==> src/include/mcsr_pkg.sv <==
// constants for the modem control and status register bank
package mcsr_pkg;
  // clock and timing
  localparam int CLK_HZ = 100_000_000; // aclk rate
  localparam int DTR_LOSS_MS = 50; // terminal-ready low hold time, ms
  localparam int DTR_LOSS_CYC_DEF = DTR_LOSS_MS * (CLK_HZ / 1000); // cycles in 50 ms
  localparam int CD_ON_US = 10; // carrier-on qualify time, us
  localparam int CD_ON_CYC = CD_ON_US * (CLK_HZ / 1_000_000); // cycles in qualify time
  // register byte offsets
  localparam logic [7:0] OFS_MCTL = 8'h00; // modem_control_two
  localparam logic [7:0] OFS_MSTAT = 8'h04; // modem_status_two
  localparam logic [7:0] OFS_SCRATCH = 8'h08; // scratch_store
  localparam logic [7:0] OFS_IIR = 8'h0c; // interrupt_ident_reg
  localparam logic [7:0] OFS_LSTAT = 8'h10; // line error status
  localparam logic [7:0] OFS_IEN = 8'h14; // interrupt enables
  // control bit positions
  localparam int MC_DTR = 0;
  localparam int MC_RTS = 1;
  localparam int MC_RST = 2;
  localparam int MC_IRQEN = 3;
  localparam int MC_LOOP = 4;
  localparam int MC_BANK = 7;
  localparam logic [7:0] MC_WMASK = 8'h9f; // bits 5,6 never stored
  localparam logic [7:0] MC_RESET = 8'h00;
  // status bit positions
  localparam int MS_CTS_CHANGED_FLAG = 0;
  localparam int MS_DSR_CHANGED_FLAG = 1;
  localparam int MS_RING_TRAILING_EDGE_FLAG = 2;
  localparam int MS_DCD = 3;
  localparam int MS_CTS = 4;
  localparam int MS_DSR = 5;
  localparam int MS_RI = 6;
  localparam int MS_CD = 7;
  // interrupt enable bits
  localparam int IE_RX = 0;
  localparam int IE_THRE = 1;
  localparam int IE_LS = 2;
  localparam int IE_MS = 3;
  // interrupt identification codes
  localparam logic [3:0] IIR_NONE = 4'h1;
  localparam logic [3:0] IIR_LS = 4'h6;
  localparam logic [3:0] IIR_RX = 4'h4;
  localparam logic [3:0] IIR_THRE = 4'h2;
  localparam logic [3:0] IIR_MS2 = 4'h0;
  localparam logic [3:0] IIR_MS1 = 4'h8;
  // axi responses
  localparam logic [1:0] RESP_OKAY = 2'h0;
  localparam logic [1:0] RESP_SLVERR = 2'h2;
  // terminal-ready loss sequencer; one bit changes per step, two from DTR_DONE back to DTR_IDLE
  typedef enum logic [1:0] {
    DTR_IDLE = 2'b00,
    DTR_TIMING = 2'b01,
    DTR_DONE = 2'b11
  } mcsr_dtr_e;
endpackage

==> src/design/mcsr_regs.sv <==
// modem control and status register bank with axi4-lite slave
`timescale 1ns/1ps
`default_nettype none
// Operation
// - terminal-ready low over 50 ms starts disconnect
// - request-to-send bit stored, read back, unused
// - control bit 2 drives user output a reset
// - control bit 3 enables interrupt output drive
// - control bit 4 selects digital loopback
// - control bits 5 and 6 read zero
// - control bit 7 selects register bank
// - five-level interrupt priority with fixed codes
// - line errors raise interrupt, cleared by read
// - status bit 0 flags clear-to-send change
// - status bit 1 flags set-ready change
// - status bit 2 flags ring low-to-high
// - status bit 3 flags carrier indication change
// - status bit 4 set on connection done
// - status bit 5 follows power state
// - loopback: status bit 5 mirrors terminal-ready
// - status bit 6 inverted ring, loopback reset bit
// - status bit 7 qualified carrier after time
// - tone detector enabled: bit 7 shows tones
// - loopback: status bit 7 mirrors interrupt enable
// - scratch byte free read/write, no effect
// - ident bit 0 low while interrupt pending
module mcsr_regs
  import mcsr_pkg::*;
#(
  parameter int DTR_LOSS_CYCLES = DTR_LOSS_CYC_DEF // shorten for simulation
) (
  // clock and reset
  input wire logic aclk,
  input wire logic aresetn,
  // axi4-lite write address and data
  input wire logic [7:0] s_axi_awaddr,
  input wire logic s_axi_awvalid,
  output logic s_axi_awready,
  input wire logic [31:0] s_axi_wdata,
  input wire logic [3:0] s_axi_wstrb,
  input wire logic s_axi_wvalid,
  output logic s_axi_wready,
  // axi4-lite write response
  output logic [1:0] s_axi_bresp,
  output logic s_axi_bvalid,
  input wire logic s_axi_bready,
  // axi4-lite read
  input wire logic [7:0] s_axi_araddr,
  input wire logic s_axi_arvalid,
  output logic s_axi_arready,
  output logic [31:0] s_axi_rdata,
  output logic [1:0] s_axi_rresp,
  output logic s_axi_rvalid,
  input wire logic s_axi_rready,
  // modem side levels
  input wire logic connect_done,
  input wire logic power_up,
  input wire logic ring_in,
  input wire logic carrier_valid,
  input wire logic tone_detect_en,
  input wire logic tone_present,
  // interrupt sources from the rest of the controller
  input wire logic [3:0] line_err_pulse,
  input wire logic rx_data_avail,
  input wire logic thre_set_pulse,
  input wire logic thr_write_pulse,
  input wire logic ms1_pending,
  // control outputs
  output logic dtr_disconnect,
  output logic user_output_a_reset,
  output logic loopback_mode,
  output logic bank_select,
  // interrupt pin
  output logic irq_output,
  output logic irq_output_oe
);

  ////////////////////////////////////////////////////////////////////////////
  // declarations
  logic [7:0] mc_q; // modem_control_two
  logic [7:0] scratch_q; // scratch_store
  logic [3:0] ien_q; // interrupt enables
  logic [3:0] lerr_q; // sticky line errors
  logic [3:0] delta_q; // status change flags
  logic thre_pend_q; // transmit holding empty pending
  logic cts_prev_q; // last live clear-to-send
  logic dsr_prev_q; // last live set-ready
  logic ri_prev_q; // last ring input
  logic cd_prev_q; // last live carrier indication
  logic [12:0] cd_cnt_q; // carrier qualify counter
  logic cd_qual_q; // carrier qualified
  mcsr_dtr_e dtr_st_q; // terminal-ready loss state
  logic [31:0] dtr_cnt_q; // terminal-ready low time
  logic cts_live, dsr_live, ri_live, cd_live; // live status levels
  logic [7:0] mstat; // assembled status byte
  logic [3:0] iir_code; // current interrupt code
  logic wr_go, rd_go; // bus accepts
  logic wr_mc, wr_scr, wr_ien; // write decodes
  logic rd_ms, rd_iir, rd_ls; // read decodes with side effects
  logic ms_pend, ls_pend; // derived pending levels
  logic [3:0] delta_set; // change events this cycle

  ////////////////////////////////////////////////////////////////////////////
  // axi write channel: take address and data together
  assign wr_go = s_axi_awvalid && s_axi_wvalid && !s_axi_bvalid && !s_axi_awready;
  assign wr_mc = wr_go && s_axi_wstrb[0] && (s_axi_awaddr == OFS_MCTL);
  assign wr_scr = wr_go && s_axi_wstrb[0] && (s_axi_awaddr == OFS_SCRATCH);
  assign wr_ien = wr_go && s_axi_wstrb[0] && (s_axi_awaddr == OFS_IEN);

  // ready pulses and response
  always_ff @(posedge aclk) begin
    if (!aresetn) begin
      s_axi_awready <= 1'b0;
      s_axi_wready <= 1'b0;
      s_axi_bvalid <= 1'b0;
      s_axi_bresp <= RESP_OKAY;
    end else begin
      s_axi_awready <= wr_go;
      s_axi_wready <= wr_go;
      if (wr_go) begin
        s_axi_bvalid <= 1'b1;
        // unmapped or read-only offsets answer with slave error
        s_axi_bresp <= (s_axi_awaddr == OFS_MCTL || s_axi_awaddr == OFS_SCRATCH ||
                        s_axi_awaddr == OFS_IEN) ? RESP_OKAY : RESP_SLVERR;
      end else if (s_axi_bready) begin
        s_axi_bvalid <= 1'b0;
      end
    end
  end

  ////////////////////////////////////////////////////////////////////////////
  // axi read channel: one cycle from address to data
  assign rd_go = s_axi_arvalid && !s_axi_rvalid && !s_axi_arready;
  assign rd_ms = rd_go && (s_axi_araddr == OFS_MSTAT);
  assign rd_iir = rd_go && (s_axi_araddr == OFS_IIR);
  assign rd_ls = rd_go && (s_axi_araddr == OFS_LSTAT);

  // read data mux and response
  always_ff @(posedge aclk) begin
    if (!aresetn) begin
      s_axi_arready <= 1'b0;
      s_axi_rvalid <= 1'b0;
      s_axi_rdata <= 32'h0;
      s_axi_rresp <= RESP_OKAY;
    end else begin
      s_axi_arready <= rd_go;
      if (rd_go) begin
        s_axi_rvalid <= 1'b1;
        s_axi_rresp <= RESP_OKAY;
        case (s_axi_araddr)
          OFS_MCTL: s_axi_rdata <= {24'h0, mc_q};
          OFS_MSTAT: s_axi_rdata <= {24'h0, mstat};
          OFS_SCRATCH: s_axi_rdata <= {24'h0, scratch_q};
          OFS_IIR: s_axi_rdata <= {28'h0, iir_code};
          OFS_LSTAT: s_axi_rdata <= {27'h0, lerr_q, 1'b0};
          OFS_IEN: s_axi_rdata <= {28'h0, ien_q};
          default: begin
            s_axi_rdata <= 32'h0;
            s_axi_rresp <= RESP_SLVERR;
          end
        endcase
      end else if (s_axi_rready) begin
        s_axi_rvalid <= 1'b0;
      end
    end
  end

  ////////////////////////////////////////////////////////////////////////////
  // control, scratch and enable registers
  always_ff @(posedge aclk) begin
    if (!aresetn) begin
      mc_q <= MC_RESET;
      scratch_q <= 8'h00;
      ien_q <= 4'h0;
    end else begin
      // reserved bits 5,6 masked off on store
      if (wr_mc) begin
        mc_q <= s_axi_wdata[7:0] & MC_WMASK;
      end
      // scratch is storage only
      if (wr_scr) begin
        scratch_q <= s_axi_wdata[7:0];
      end
      if (wr_ien) begin
        ien_q <= s_axi_wdata[3:0];
      end
    end
  end

  // control bits driven out from flops
  always_ff @(posedge aclk) begin
    if (!aresetn) begin
      user_output_a_reset <= 1'b0;
      loopback_mode <= 1'b0;
      bank_select <= 1'b0;
      irq_output_oe <= 1'b0;
    end else begin
      user_output_a_reset <= mc_q[MC_RST];
      loopback_mode <= mc_q[MC_LOOP];
      bank_select <= mc_q[MC_BANK];
      irq_output_oe <= mc_q[MC_IRQEN];
    end
  end

  ////////////////////////////////////////////////////////////////////////////
  // terminal-ready loss timer
  always_ff @(posedge aclk) begin
    if (!aresetn) begin
      dtr_st_q <= DTR_IDLE;
      dtr_cnt_q <= 32'h0;
      dtr_disconnect <= 1'b0;
    end else begin
      dtr_disconnect <= 1'b0;
      case (dtr_st_q)
        // wait for terminal-ready high, then watch for a fall
        DTR_IDLE: begin
          if (mc_q[MC_DTR] && wr_mc && !s_axi_wdata[MC_DTR]) begin
            dtr_st_q <= DTR_TIMING;
            dtr_cnt_q <= 32'h0;
          end
        end
        // count while held low; fire once past the hold time
        DTR_TIMING: begin
          if (mc_q[MC_DTR]) begin
            dtr_st_q <= DTR_IDLE;
          end else if (dtr_cnt_q == 32'(DTR_LOSS_CYCLES)) begin
            dtr_disconnect <= 1'b1;
            dtr_st_q <= DTR_DONE;
          end else begin
            dtr_cnt_q <= dtr_cnt_q + 32'h1;
          end
        end
        // sequence started; rearm once raised again
        DTR_DONE: begin
          if (mc_q[MC_DTR]) begin
            dtr_st_q <= DTR_IDLE;
          end
        end
        default: dtr_st_q <= DTR_IDLE;
      endcase
    end
  end

  ////////////////////////////////////////////////////////////////////////////
  // carrier qualification
  always_ff @(posedge aclk) begin
    if (!aresetn) begin
      cd_cnt_q <= 13'h0;
      cd_qual_q <= 1'b0;
    end else if (!carrier_valid) begin
      cd_cnt_q <= 13'h0;
      cd_qual_q <= 1'b0;
    end else if (cd_cnt_q == 13'(CD_ON_CYC)) begin
      cd_qual_q <= 1'b1;
    end else begin
      cd_cnt_q <= cd_cnt_q + 13'h1;
    end
  end

  ////////////////////////////////////////////////////////////////////////////
  // live status levels with loopback substitution
  always_comb begin
    cts_live = connect_done;
    dsr_live = mc_q[MC_LOOP] ? mc_q[MC_DTR] : power_up;
    ri_live = mc_q[MC_LOOP] ? mc_q[MC_RST] : !ring_in;
    if (mc_q[MC_LOOP]) begin
      cd_live = mc_q[MC_IRQEN];
    end else if (tone_detect_en) begin
      cd_live = tone_present;
    end else begin
      cd_live = cd_qual_q;
    end
  end

  assign mstat = {cd_live, ri_live, dsr_live, cts_live, delta_q};

  // change events this cycle
  assign delta_set[MS_CTS_CHANGED_FLAG] = cts_live != cts_prev_q;
  assign delta_set[MS_DSR_CHANGED_FLAG] = dsr_live != dsr_prev_q;
  assign delta_set[MS_RING_TRAILING_EDGE_FLAG] = ring_in && !ri_prev_q;
  assign delta_set[MS_DCD] = cd_live != cd_prev_q;

  // previous levels; track live levels in reset too, so release shows no false change
  always_ff @(posedge aclk) begin
    if (!aresetn) begin
      cts_prev_q <= cts_live;
      dsr_prev_q <= dsr_live;
      ri_prev_q <= ring_in;
      cd_prev_q <= cd_live;
    end else begin
      cts_prev_q <= cts_live;
      dsr_prev_q <= dsr_live;
      ri_prev_q <= ring_in;
      cd_prev_q <= cd_live;
    end
  end

  // sticky change flags; a new change beats the read clear
  always_ff @(posedge aclk) begin
    if (!aresetn) begin
      delta_q <= 4'h0;
    end else begin
      delta_q <= (rd_ms ? 4'h0 : delta_q) | delta_set;
    end
  end

  ////////////////////////////////////////////////////////////////////////////
  // line error flags, cleared by reading them
  always_ff @(posedge aclk) begin
    if (!aresetn) begin
      lerr_q <= 4'h0;
    end else begin
      lerr_q <= (rd_ls ? 4'h0 : lerr_q) | line_err_pulse;
    end
  end

  // holding-empty pending: cleared by ident read while it is the source
  always_ff @(posedge aclk) begin
    if (!aresetn) begin
      thre_pend_q <= 1'b0;
    end else if (thre_set_pulse) begin
      thre_pend_q <= 1'b1;
    end else if (thr_write_pulse || (rd_iir && iir_code == IIR_THRE)) begin
      thre_pend_q <= 1'b0;
    end
  end

  ////////////////////////////////////////////////////////////////////////////
  // interrupt priority encoder
  assign ls_pend = (lerr_q != 4'h0) && ien_q[IE_LS];
  assign ms_pend = (delta_q != 4'h0) && ien_q[IE_MS];

  always_comb begin
    if (ls_pend) begin
      iir_code = IIR_LS;
    end else if (rx_data_avail && ien_q[IE_RX]) begin
      iir_code = IIR_RX;
    end else if (thre_pend_q && ien_q[IE_THRE]) begin
      iir_code = IIR_THRE;
    end else if (ms_pend) begin
      iir_code = IIR_MS2;
    end else if (ms1_pending && ien_q[IE_MS]) begin
      iir_code = IIR_MS1;
    end else begin
      iir_code = IIR_NONE;
    end
  end

  // interrupt request level from flop
  always_ff @(posedge aclk) begin
    if (!aresetn) begin
      irq_output <= 1'b0;
    end else begin
      irq_output <= !iir_code[0];
    end
  end
endmodule
`default_nettype wire

==> config.mk <==
export PLATFORM = sky130hd
export DESIGN_NAME = mcsr_regs
export DESIGN_NICKNAME = d
export VERILOG_FILES = /design/src/include/mcsr_pkg.sv /design/src/design/mcsr_regs.sv
export SDC_FILE = /design/constraint.sdc
export NUM_CORES = 1
export LEC_CHECK = 0
export BUFFER_PORTS_ARGS = -buffer_cell sky130_fd_sc_hd__buf_2
export CAP_MARGIN = 30
export CORE_ASPECT_RATIO = 1.5
export CORE_UTILIZATION = 49
export CTS_CLUSTER_DIAMETER = 50
export CTS_CLUSTER_SIZE = 30
export DETAILED_ROUTE_END_ITERATION = 7
export PLACE_DENSITY_LB_ADDON = 0.25
export SETUP_SLACK_MARGIN = 0.02
export SYNTH_ARGS = -nofsm -noshare
export SYNTH_HDL_FRONTEND = slang
export SYNTH_SLANG_ARGS = --single-unit
==> constraint.sdc <==
create_clock -name aclk -period 1.8 [get_ports aclk]
set_clock_uncertainty 0.05 [all_clocks]
set_input_delay 0.36 -clock aclk [delete_from_list [all_inputs] [get_ports aclk]]
set_output_delay 0.36 -clock aclk [all_outputs]
set_load 0.02 [all_outputs]
==> metrics.cfg, run 1 <==
[outcome]
status = complete, but fails checks
violations = design-rule violations, negative setup slack

[detailed_routing]
num_vias = 4548
vias_per_cell = 5.62
ant_nets = 0
finalWirelength_mm = 13.7
wl_per_cell_um = 17.0
drt-pass1-iter-count = 7
drc = 4
drtIter0Drc = 271

[critical_path]
reg2regPathDepth = 8
crit_chain = nor4_2, nand4_1, nor3_4, buf_4, clkbuf_16, nor4b_2, xnor2_1, nor2_1
crit_cells = 8
crit_type = register to register
worstPathRequired_ps = 1980
end_kind = register
cp-startpoint = dtr_cnt_q[23]
max_stage_delay_ps = 440
endpoint = dtr_cnt_q[26]
slowest_stage = nor4_2
r2r-start = dtr_cnt_q[23]
crit_arrival_ps = 2250
cp_max_fo = 9
cp_num_buf_inv = 2
cp-start-kind = register
rrSetupSlack_ps = -270
r2r-end = dtr_cnt_q[26]
critPathTopFamily = simple AND/OR/NAND/NOR gates

[synthesis]
synth_cell_type_count = 56
async_flop_share_pct = 0
ys.flop_type = dfxtp_1
netlist_instances = 548
synthesis.yosys.warnings = 0
syn-mean-instance-area_sq_um = 9.03
synth-seq-cells = 99
synth_edf_count = 0
syn_area_sq_mm = 0.00495
seq_area_frac_synth_pct = 40.0

[global_routing]
overflow = 0
grt_pass1_vias = 4422
grt_first_pass_wirelength_mm = 20.3
antenna_found_initial = 0
grt.total_usage_pct = 24.0
grt_max_degree = 21

[timing]
setup_ws_ps = -269
hold_violations = 0
fin_crit_sh_pct = 115
setup_viol = 34
fin_tns_setup_ps = -5200
grt_setup_unrepaired = yes
drv_slew = 0
min_period_ps = 2070
maxClockFrequency_mhz = 483

[clocking]
path_clk_slew_ps = 70
clock-sinks = 99
cts-root-buf = clkbuf_16
htreeDepth = 3
clk_latency_ps = 340
numCtsBuffers = 9
cts_tree = yes
clockBufferDepth = 2
postCtsHoldBufs = 0

[final_layout]
syn_to_final_growth_pct = 34.8
antenna_cells = 0
fin_nets = 768
drive_gt1_share_pct = 36.6

[worst_hold_path]
hold_class = primary input to register

[pwr]
power_density_mw_per_mm2 = 674
p_total_mw = 4.50
seqPwrFrac_pct = 50.1
p_clk_share_pct = 41.9
power.switching_mw = 1.07
p_int_mw = 3.43
share_comb_of_total_power_pct = 8.0
ir_drop_v = 0.000486
leakage_nw = 2.72
switching_share_pct = 23.8

[flow_run]
drv_cap = 0

[die]
die_h_um = 125
core_sq_mm = 0.00974
start_util_pct = 50.8
dieArea_sq_mm = 0.0105
fp.dieW_um = 84.1
top_level_ports = 120
fp-row-count = 44

[place]
place_congestion = 0.838
numPortBuffers = 66
dp_hpwl_mm = 8.59

worst min path at each step:
stage	start	end	slack (ps)	cells after the start
global route	ring_in	ri_prev_q	80	1
floorplan	connect_done	cts_prev_q	340	0
global placement	s_axi_rdata[6]	s_axi_rdata[6]	390	2
finish	ring_in	ri_prev_q	80	1
detailed placement	s_axi_rdata[6]	s_axi_rdata[6]	390	2
CTS	ring_in	ri_prev_q	80	1
per-layer routing:
| layer | track usage [%] | vias to the layer above | part of all wire, % |
|---|---|---|---|
| met5 | 0 | - | 0 |
| met4 | 12.3 | 0 | 4.4 |
| met3 | 4.03 | 44 | 4.4 |
| met2 | 45.2 | 179 | 55 |
| met1 | 25.3 | 2184 | 36 |
| li1 | - | 2141 | - |
sequential cells by signal, summed over array words and instances, names as in the netlist, 2 cells and up:
name and flops:
dtr_cnt_q 32, cd_cnt_q 13, s_axi_rdata 8, scratch_q 8
mc_q 6, delta_q 4, ien_q 4, lerr_q 4
dtr_st_q 2
layout by cell type, fill, tap and decap left out, types with 7 or more instances in the layout:
| master | Yosys | layout |
|---|---|---|
| a21oi_1 | 20 | 20 |
| and2_1 | 7 | 7 |
| buf_2 | 0 | 66 |
| buf_4 | 28 | 72 |
| buf_6 | 5 | 11 |
| clkbuf_16 | 0 | 14 |
| conb_1 | 1 | 26 |
| dfxtp_1 | 99 | 88 |
| dfxtp_2 | 0 | 10 |
| inv_1 | 16 | 14 |
| mux2i_1 | 24 | 24 |
| nand2_1 | 35 | 32 |
| nand3_1 | 25 | 20 |
| nand4_1 | 18 | 18 |
| nor2_1 | 79 | 77 |
| nor3_2 | 14 | 8 |
| nor3_4 | 1 | 9 |
| nor4_2 | 10 | 9 |
| o21ai_0 | 14 | 14 |
| xnor2_1 | 35 | 35 |
| xor2_1 | 8 | 8 |
per-stage QoR:
step | util [%] | instance area (sq um) | setup WS, ps | hold WS, ps | std cells
after floorplan | - | 5150 | -125 | 338 | 573
after global placement | 60.4 | 5880 | -250 | 393 | 779
after detailed placement | 60.4 | 5880 | -304 | 393 | 779
after CTS | 65.3 | 6360 | -92.6 | 81.4 | 802
after global routing | 68.5 | 6670 | -316 | 80.0 | 809
final | 68.5 | 6670 | -269 | 84.2 | 809
logic make-up after synthesis:
group / synth area share (%)
other: 0.0758
buffers and inverters: 8.04
XOR/XNOR: 7.61
adder cells (fa/ha/maj): 1.01
multiplexers: 5.99
flip-flops: 40.0
AND/OR/NAND/NOR: 30.3
AO/OA/AOI/OAI: 6.95
layout make-up:
type	count	area, sq um
multi-input combinational	406	2970
inverter	16	60.1
tap	115	144
fill	741	3070
clock inverter	5	56.3
clock buffer	9	225
sequential	99	2000
timing repair buffer	159	1220
cells in the mapped netlist, types with 2 or more instances:
master	number	area, sq um
and2_1	7	43.8
nor4_1	5	31.3
a21oi_1	20	100
and3_1	6	37.5
nand2_1	35	131
or3_1	2	12.5
or2_2	2	12.5
a2bb2oi_1	2	17.5
nor3b_1	4	30.0
buf_1	3	11.3
ha_1	4	50.1
nor4b_1	4	35.0
mux4_2	2	45.0
o21ai_0	14	70.1
nor4_2	10	125
a22oi_1	3	22.5
nor3_2	14	140
nor3_1	4	20.0
nand2b_1	3	18.8
buf_6	5	56.3
buf_4	28	210
nand4_1	18	113
nor4b_2	5	75.1
and4_1	6	52.6
xnor2_1	35	307
xor2_1	8	70.1
nand3_1	25	125
a31oi_1	3	18.8
clkbuf_1	16	60.1
inv_1	16	60.1
o21ai_1	2	10.0
dfxtp_1	99	1980
nor2b_1	7	43.8
mux2i_1	24	240
or4_1	2	15.0
nand3b_1	3	22.5
o21a_1	5	37.5
nor2_1	79	297
power by group through the flow:
| stage | registers, mW | clock network (mW) | logic, mW |
|---|---|---|---|
| after detailed placement | 2.30 | 0 | 0.331 |
| after CTS | 2.25 | 1.90 | 0.344 |
| after global routing | 2.26 | 2.01 | 0.386 |
| after floorplan | 2.31 | 0 | 0.223 |
| after global placement | 2.30 | 0 | 0.325 |
| final | 2.25 | 1.89 | 0.358 |
what timing repair did:
action                                  in CTS  in global routing
endpoints found under the setup margin      34                 45
gates resized for setup                     25                 37
buffers inserted                             7                  4
pin swaps                                    9                 16
cloned                                       2                  4
Power figures use the tool's default switching activity.
==> inputs of run 2 (changes only) <==
CTS_CLUSTER_SIZE = 24   (was 30)
MAX_ROUTING_LAYER = met4   (was not set)
==> metrics.cfg, run 2 (synthesis gave the netlist of run 1 again) <==
[detailed_routing]
num_vias = 4564  ; +0.35%
vias_per_cell = 5.64  ; +0.35%
drc = 4  ; unchanged
ant_nets = 0  ; unchanged
drtIter0Drc = 288  ; +6.3%
wl_per_cell_um = 17.0  ; +0.22%
drt-pass1-iter-count = 7  ; unchanged
finalWirelength_mm = 13.8  ; +0.22%

[clocking]
clk_latency_ps = 340  ; about the same
htreeDepth = 3  ; unchanged
clock-sinks = 99  ; unchanged
cts_tree = yes
cts-root-buf = clkbuf_16
path_clk_slew_ps = 70  ; about the same
postCtsHoldBufs = 0  ; unchanged
clockBufferDepth = 2  ; unchanged
numCtsBuffers = 9  ; unchanged

[final_layout]
final_cell_mix = dfxtp_1, nor2_1, buf_4
final_common_cell = dfxtp_1
syn_to_final_growth_pct = 34.7  ; about the same
nFillCells = 741  ; unchanged
reg_top3 = dtr_cnt_q: 32 flops, cd_cnt_q: 13 flops
utilization_pct = 68.4  ; about the same
largest_register = dtr_cnt_q
fin_nets = 768  ; unchanged
antenna_cells = 0  ; unchanged
largest_reg_flops = 32  ; unchanged
drive_gt1_share_pct = 36.7  ; +0.14 points

[place]
dp_hpwl_mm = 8.59  ; unchanged
post-place-ws_ps = -304  ; unchanged
place_congestion = 0.851  ; +1.6%
numPortBuffers = 66  ; unchanged

[outcome]
violations = design-rule violations, negative setup slack
status = complete, but fails checks

[critical_path]
crit_arrival_ps = 2200  ; -50 ps
cp-startpoint = dtr_cnt_q[28]
end_kind = register
cp_max_fo = 5  ; -4
cpMostUsedCell = buf_4
max_stage_delay_ps = 370  ; -70 ps
slowest_stage = dfxtp_1
crit_type = register to register
crit_chain = nor4_2, nand4_1, buf_4, nor3_4, buf_4, clkbuf_16, nor3b_2, xnor2_1, nor2_1
cp-start-kind = register
r2r-start = dtr_cnt_q[28]
worstPathRequired_ps = 1980  ; about the same

[pwr]
ir_drop_v = 0.000485  ; -0.25%
power_density_mw_per_mm2 = 674  ; about the same
p_total_mw = 4.50  ; about the same
leakage_nw = 2.72  ; -0.11%

[global_routing]
grt_max_degree = 21  ; unchanged
grt.total_usage_pct = 24.7  ; +0.65 points
antenna_found_initial = 0  ; unchanged
grt_first_pass_wirelength_mm = 20.2  ; -0.21%
overflow = 0  ; unchanged
grt_use_met1_pct = 25.2  ; -0.12 points
met3_usage_pct = 4.03  ; unchanged
grt_use_met2_pct = 45.1  ; -0.096 points
grt_pass1_vias = 4428  ; +0.14%
busiest_layer = met2

[timing]
fin_crit_sh_pct = 112  ; -3.2 points
hold_violations = 0  ; unchanged
drv_slew = 0  ; unchanged
maxClockFrequency_mhz = 497  ; +2.8%
setup_ws_ps = -212  ; +57.1 ps
min_period_ps = 2010  ; -57.1 ps
grt_setup_unrepaired = yes
setup_viol = 32  ; -5.9%

[die]
dieArea_sq_mm = 0.0105  ; unchanged
start_util_pct = 50.8  ; unchanged
core_sq_mm = 0.00974  ; unchanged
die_h_um = 125  ; unchanged
fp-row-count = 44  ; unchanged
top_level_ports = 120  ; unchanged
fp.dieW_um = 84.1  ; unchanged

[worst_hold_path]
min_from = ring_in
hold_class = primary input to register

[flow_run]
drv_cap = 0  ; unchanged

run 2: metal layers:
metal / vias up / part of all wire, %
li1: 2134 / -
met1: 2216 / 37
met2: 163 / 55
met3: 51 / 4.2
met4: 0 / 4.3
met5: - / 0
run 2: timing repair:
action | CTS | global route
gates resized for setup | 25 | 37
setup buffers | 7 | 4
pin swaps | 9 | 15
cloned | 2 | 4
endpoints found under the setup margin | 34 | 45
run 2: worst paths after layout:
check | end | slack, ps | depth (start not counted)
setup / recovery | dtr_cnt_q[9] | -210 | 9
hold / removal | ri_prev_q | 80 | 1
setup reg to reg | dtr_cnt_q[9] | -210 | 9
hold reg to reg | s_axi_rdata[6] | 400 | 2
run 2: layout make-up:
| class | count | area [sq um] | share of cell area (%) |
|---|---|---|---|
| timing repair buffer | 159 | 1230 | 18.4 |
| clock buffer | 9 | 225 | 3.38 |
| clock inverter | 5 | 56.3 | 0.845 |
| tap | 115 | 144 | 2.16 |
| multi-input combinational | 406 | 2950 | 44.3 |
| sequential | 99 | 2000 | 30.0 |
| inverter | 16 | 60.1 | 0.901 |
run 2: worst max-delay path: cells and delay by family, from the launching register on:
family | cells | cell delay [ps]
flops | 1 | 370
simple gates | 5 | 790
xor+xnor | 1 | 170
buf+inv | 3 | 530
run 2: where the power goes:
group          switching (mW)  leakage, nW  total, mW  internal, mW
clock network           0.825        0.137       1.88          1.06
registers              0.0273        0.809       2.25          2.23
logic                   0.216         1.77      0.358         0.142
total                    1.07         2.72       4.50          3.43
run 2: through the flow:
stage                     instance area (sq um)  std cells  hold WS (ps)  setup TNS (ps)
after global routing                       6670        809          82.5           -7220
final                                      6670        809          84.1           -3970
after CTS                                  6360        802          81.4            -815
after detailed placement                   5880        779           393          -11030
after global placement                     5880        779           393           -9980
after floorplan                            5150        573           338           -2910
==> inputs of run 3 (changes only) <==
RECOVER_POWER = 25   (was not set)
==> metrics.cfg, run 3 (synthesis gave the netlist of run 1 again) <==
[timing]
fin_tns_setup_ps = -4680  ; -716 ps
grt_setup_unrepaired = yes
fin_crit_sh_pct = 112  ; about the same
hold-worst-slack_ps = 94.1  ; +9.98 ps
hold_violations = 0  ; unchanged
setup_ws_ps = -212  ; +0.203 ps
worst_pin_slew_ps = 597
drv_slew = 0  ; unchanged
min_period_ps = 2010  ; -0.203 ps
setup_viol = 44  ; +38%
maxClockFrequency_mhz = 497  ; about the same
max-slew-margin-rel_pct = 60.2

[critical_path]
cp-start-kind = register
end_kind = register
cp_num_buf_inv = 3  ; unchanged
crit_arrival_ps = 2200  ; about the same
worstPathRequired_ps = 1990  ; about the same
critPathTopFamily = simple AND/OR/NAND/NOR gates
crit_type = register to register
max_stage_delay_ps = 370  ; about the same
cp_max_fo = 5  ; unchanged
slowest_stage = dfxtp_1
cpMostUsedCell = buf_4
crit_chain = nor4_2, nand4_1, buf_4, nor3_4, buf_4, clkbuf_16, nor3b_2, xnor2_1, nor2_1

[final_layout]
fin_nets = 768  ; unchanged
syn_to_final_growth_pct = 34.2
largest_reg_flops = 32  ; unchanged
reg_top3 = dtr_cnt_q: 32 flops, cd_cnt_q: 13 flops
largest_register = dtr_cnt_q
nFillCells = 742  ; +0.13%
final_cell_mix = dfxtp_1, nor2_1, buf_4
final_common_cell = dfxtp_1
antenna_cells = 0  ; unchanged
stdcell_count = 809  ; unchanged
drive_gt1_share_pct = 35.3  ; -1.4 points

[place]
place_congestion = 0.851  ; unchanged
post-place-ws_ps = -304  ; unchanged
dp_cells = 779  ; unchanged
dp_hpwl_mm = 8.59  ; unchanged
numPortBuffers = 66  ; unchanged

[die]
top_level_ports = 120  ; unchanged
dieArea_sq_mm = 0.0105  ; unchanged
core_sq_mm = 0.00974  ; unchanged
fp.dieW_um = 84.1  ; unchanged
fp-row-count = 44  ; unchanged
start_util_pct = 50.8  ; unchanged
die_h_um = 125  ; unchanged

[clocking]
clockBufferDepth = 2  ; unchanged
clock-sinks = 99  ; unchanged
cts-root-buf = clkbuf_16
numCtsBuffers = 9  ; unchanged
htreeDepth = 3  ; unchanged
path_clk_slew_ps = 70  ; about the same
clk_latency_ps = 350  ; about the same
cts_tree = yes

[pwr]
power_density_mw_per_mm2 = 677  ; +0.34%
leakage_nw = 2.68  ; -1.5%
p_total_mw = 4.49  ; about the same
ir_drop_v = 0.000485  ; about the same

[detailed_routing]
ant_nets = 0  ; unchanged
vias_per_cell = 5.58  ; -1.1%
wl_per_cell_um = 17.0  ; about the same
finalWirelength_mm = 13.7  ; about the same
num_vias = 4514  ; -1.1%
drt-pass1-iter-count = 6  ; -1
drc = 4  ; unchanged
drtIter0Drc = 264  ; -8.3%

[global_routing]
grt_pass1_vias = 4428  ; unchanged
grt_first_pass_wirelength_mm = 20.2  ; unchanged
grt.total_usage_pct = 24.7  ; unchanged
antenna_found_initial = 0  ; unchanged
overflow = 0  ; unchanged
grt_max_degree = 21  ; unchanged

[outcome]
violations = design-rule violations, negative setup slack
status = complete, but fails checks

[flow_run]
drv_cap = 0  ; unchanged

[worst_hold_path]
hold_class = primary input to register

## run 3: cell count changes in the layout (fill, tap and decap cells not counted), sizes merged
cell / delta
buf: -10
clkbuf: +10
## run 3: worst paths after layout
check                 startpoint              to  slack, ps  depth (start not counted)
setup / recovery   dtr_cnt_q[28]    dtr_cnt_q[9]       -210                          9
hold / removal           ring_in       ri_prev_q         90                          1
setup reg to reg   dtr_cnt_q[28]    dtr_cnt_q[9]       -210                          9
hold reg to reg   s_axi_rdata[6]  s_axi_rdata[6]        400                          2
## run 3: final cells by class
class                           count  area, sq um  share of cell area [%]
Multi-Input combinational cell    406         2950                    44.5
Sequential cell                    99         2000                    30.1
Timing Repair Buffer              159         1200                    18.1
Clock buffer                        9          225                    3.39
Tap cell                          115          144                    2.17
Inverter                           16         60.1                   0.904
Clock inverter                      5         56.3                   0.848
## run 3: timing repair
| item | CTS | global route |
|---|---|---|
| setup buffers | 7 | 4 |
| pin swaps | 9 | 15 |
| cloned | 2 | 4 |
| hold buffers | 0 | 0 |
| setup endpoints to repair | 34 | 45 |
| resized for setup | 25 | 37 |
## run 3: report_power, final
part / internal [mW] / switching, mW
registers: 2.23 / 0.0275
logic: 0.137 / 0.216
clock network: 1.06 / 0.830
total: 3.42 / 1.07
## run 3: routing by layer
layer	global-route usage (%)	routed length (um)
met1	25.2	5050
met2	45.1	7460
met3	4.03	606
met4	12.3	635
met5	-	0
## run 3: worst register-to-register path: cells and delay by family, from the launching register on
family                    cells  cell delay [ps]
xor gates and xnor gates      1              170
buffers and inverters         3              530
and+or+nand+nor               5              780
DFF                           1              370
## run 3: per-stage QoR
step | utilization (%) | instance area, sq um
floorplan | - | 5150
detailed placement | 60.4 | 5880
global placement | 60.4 | 5880
global route | 68.2 | 6640
finish | 68.2 | 6640
CTS | 65.3 | 6360
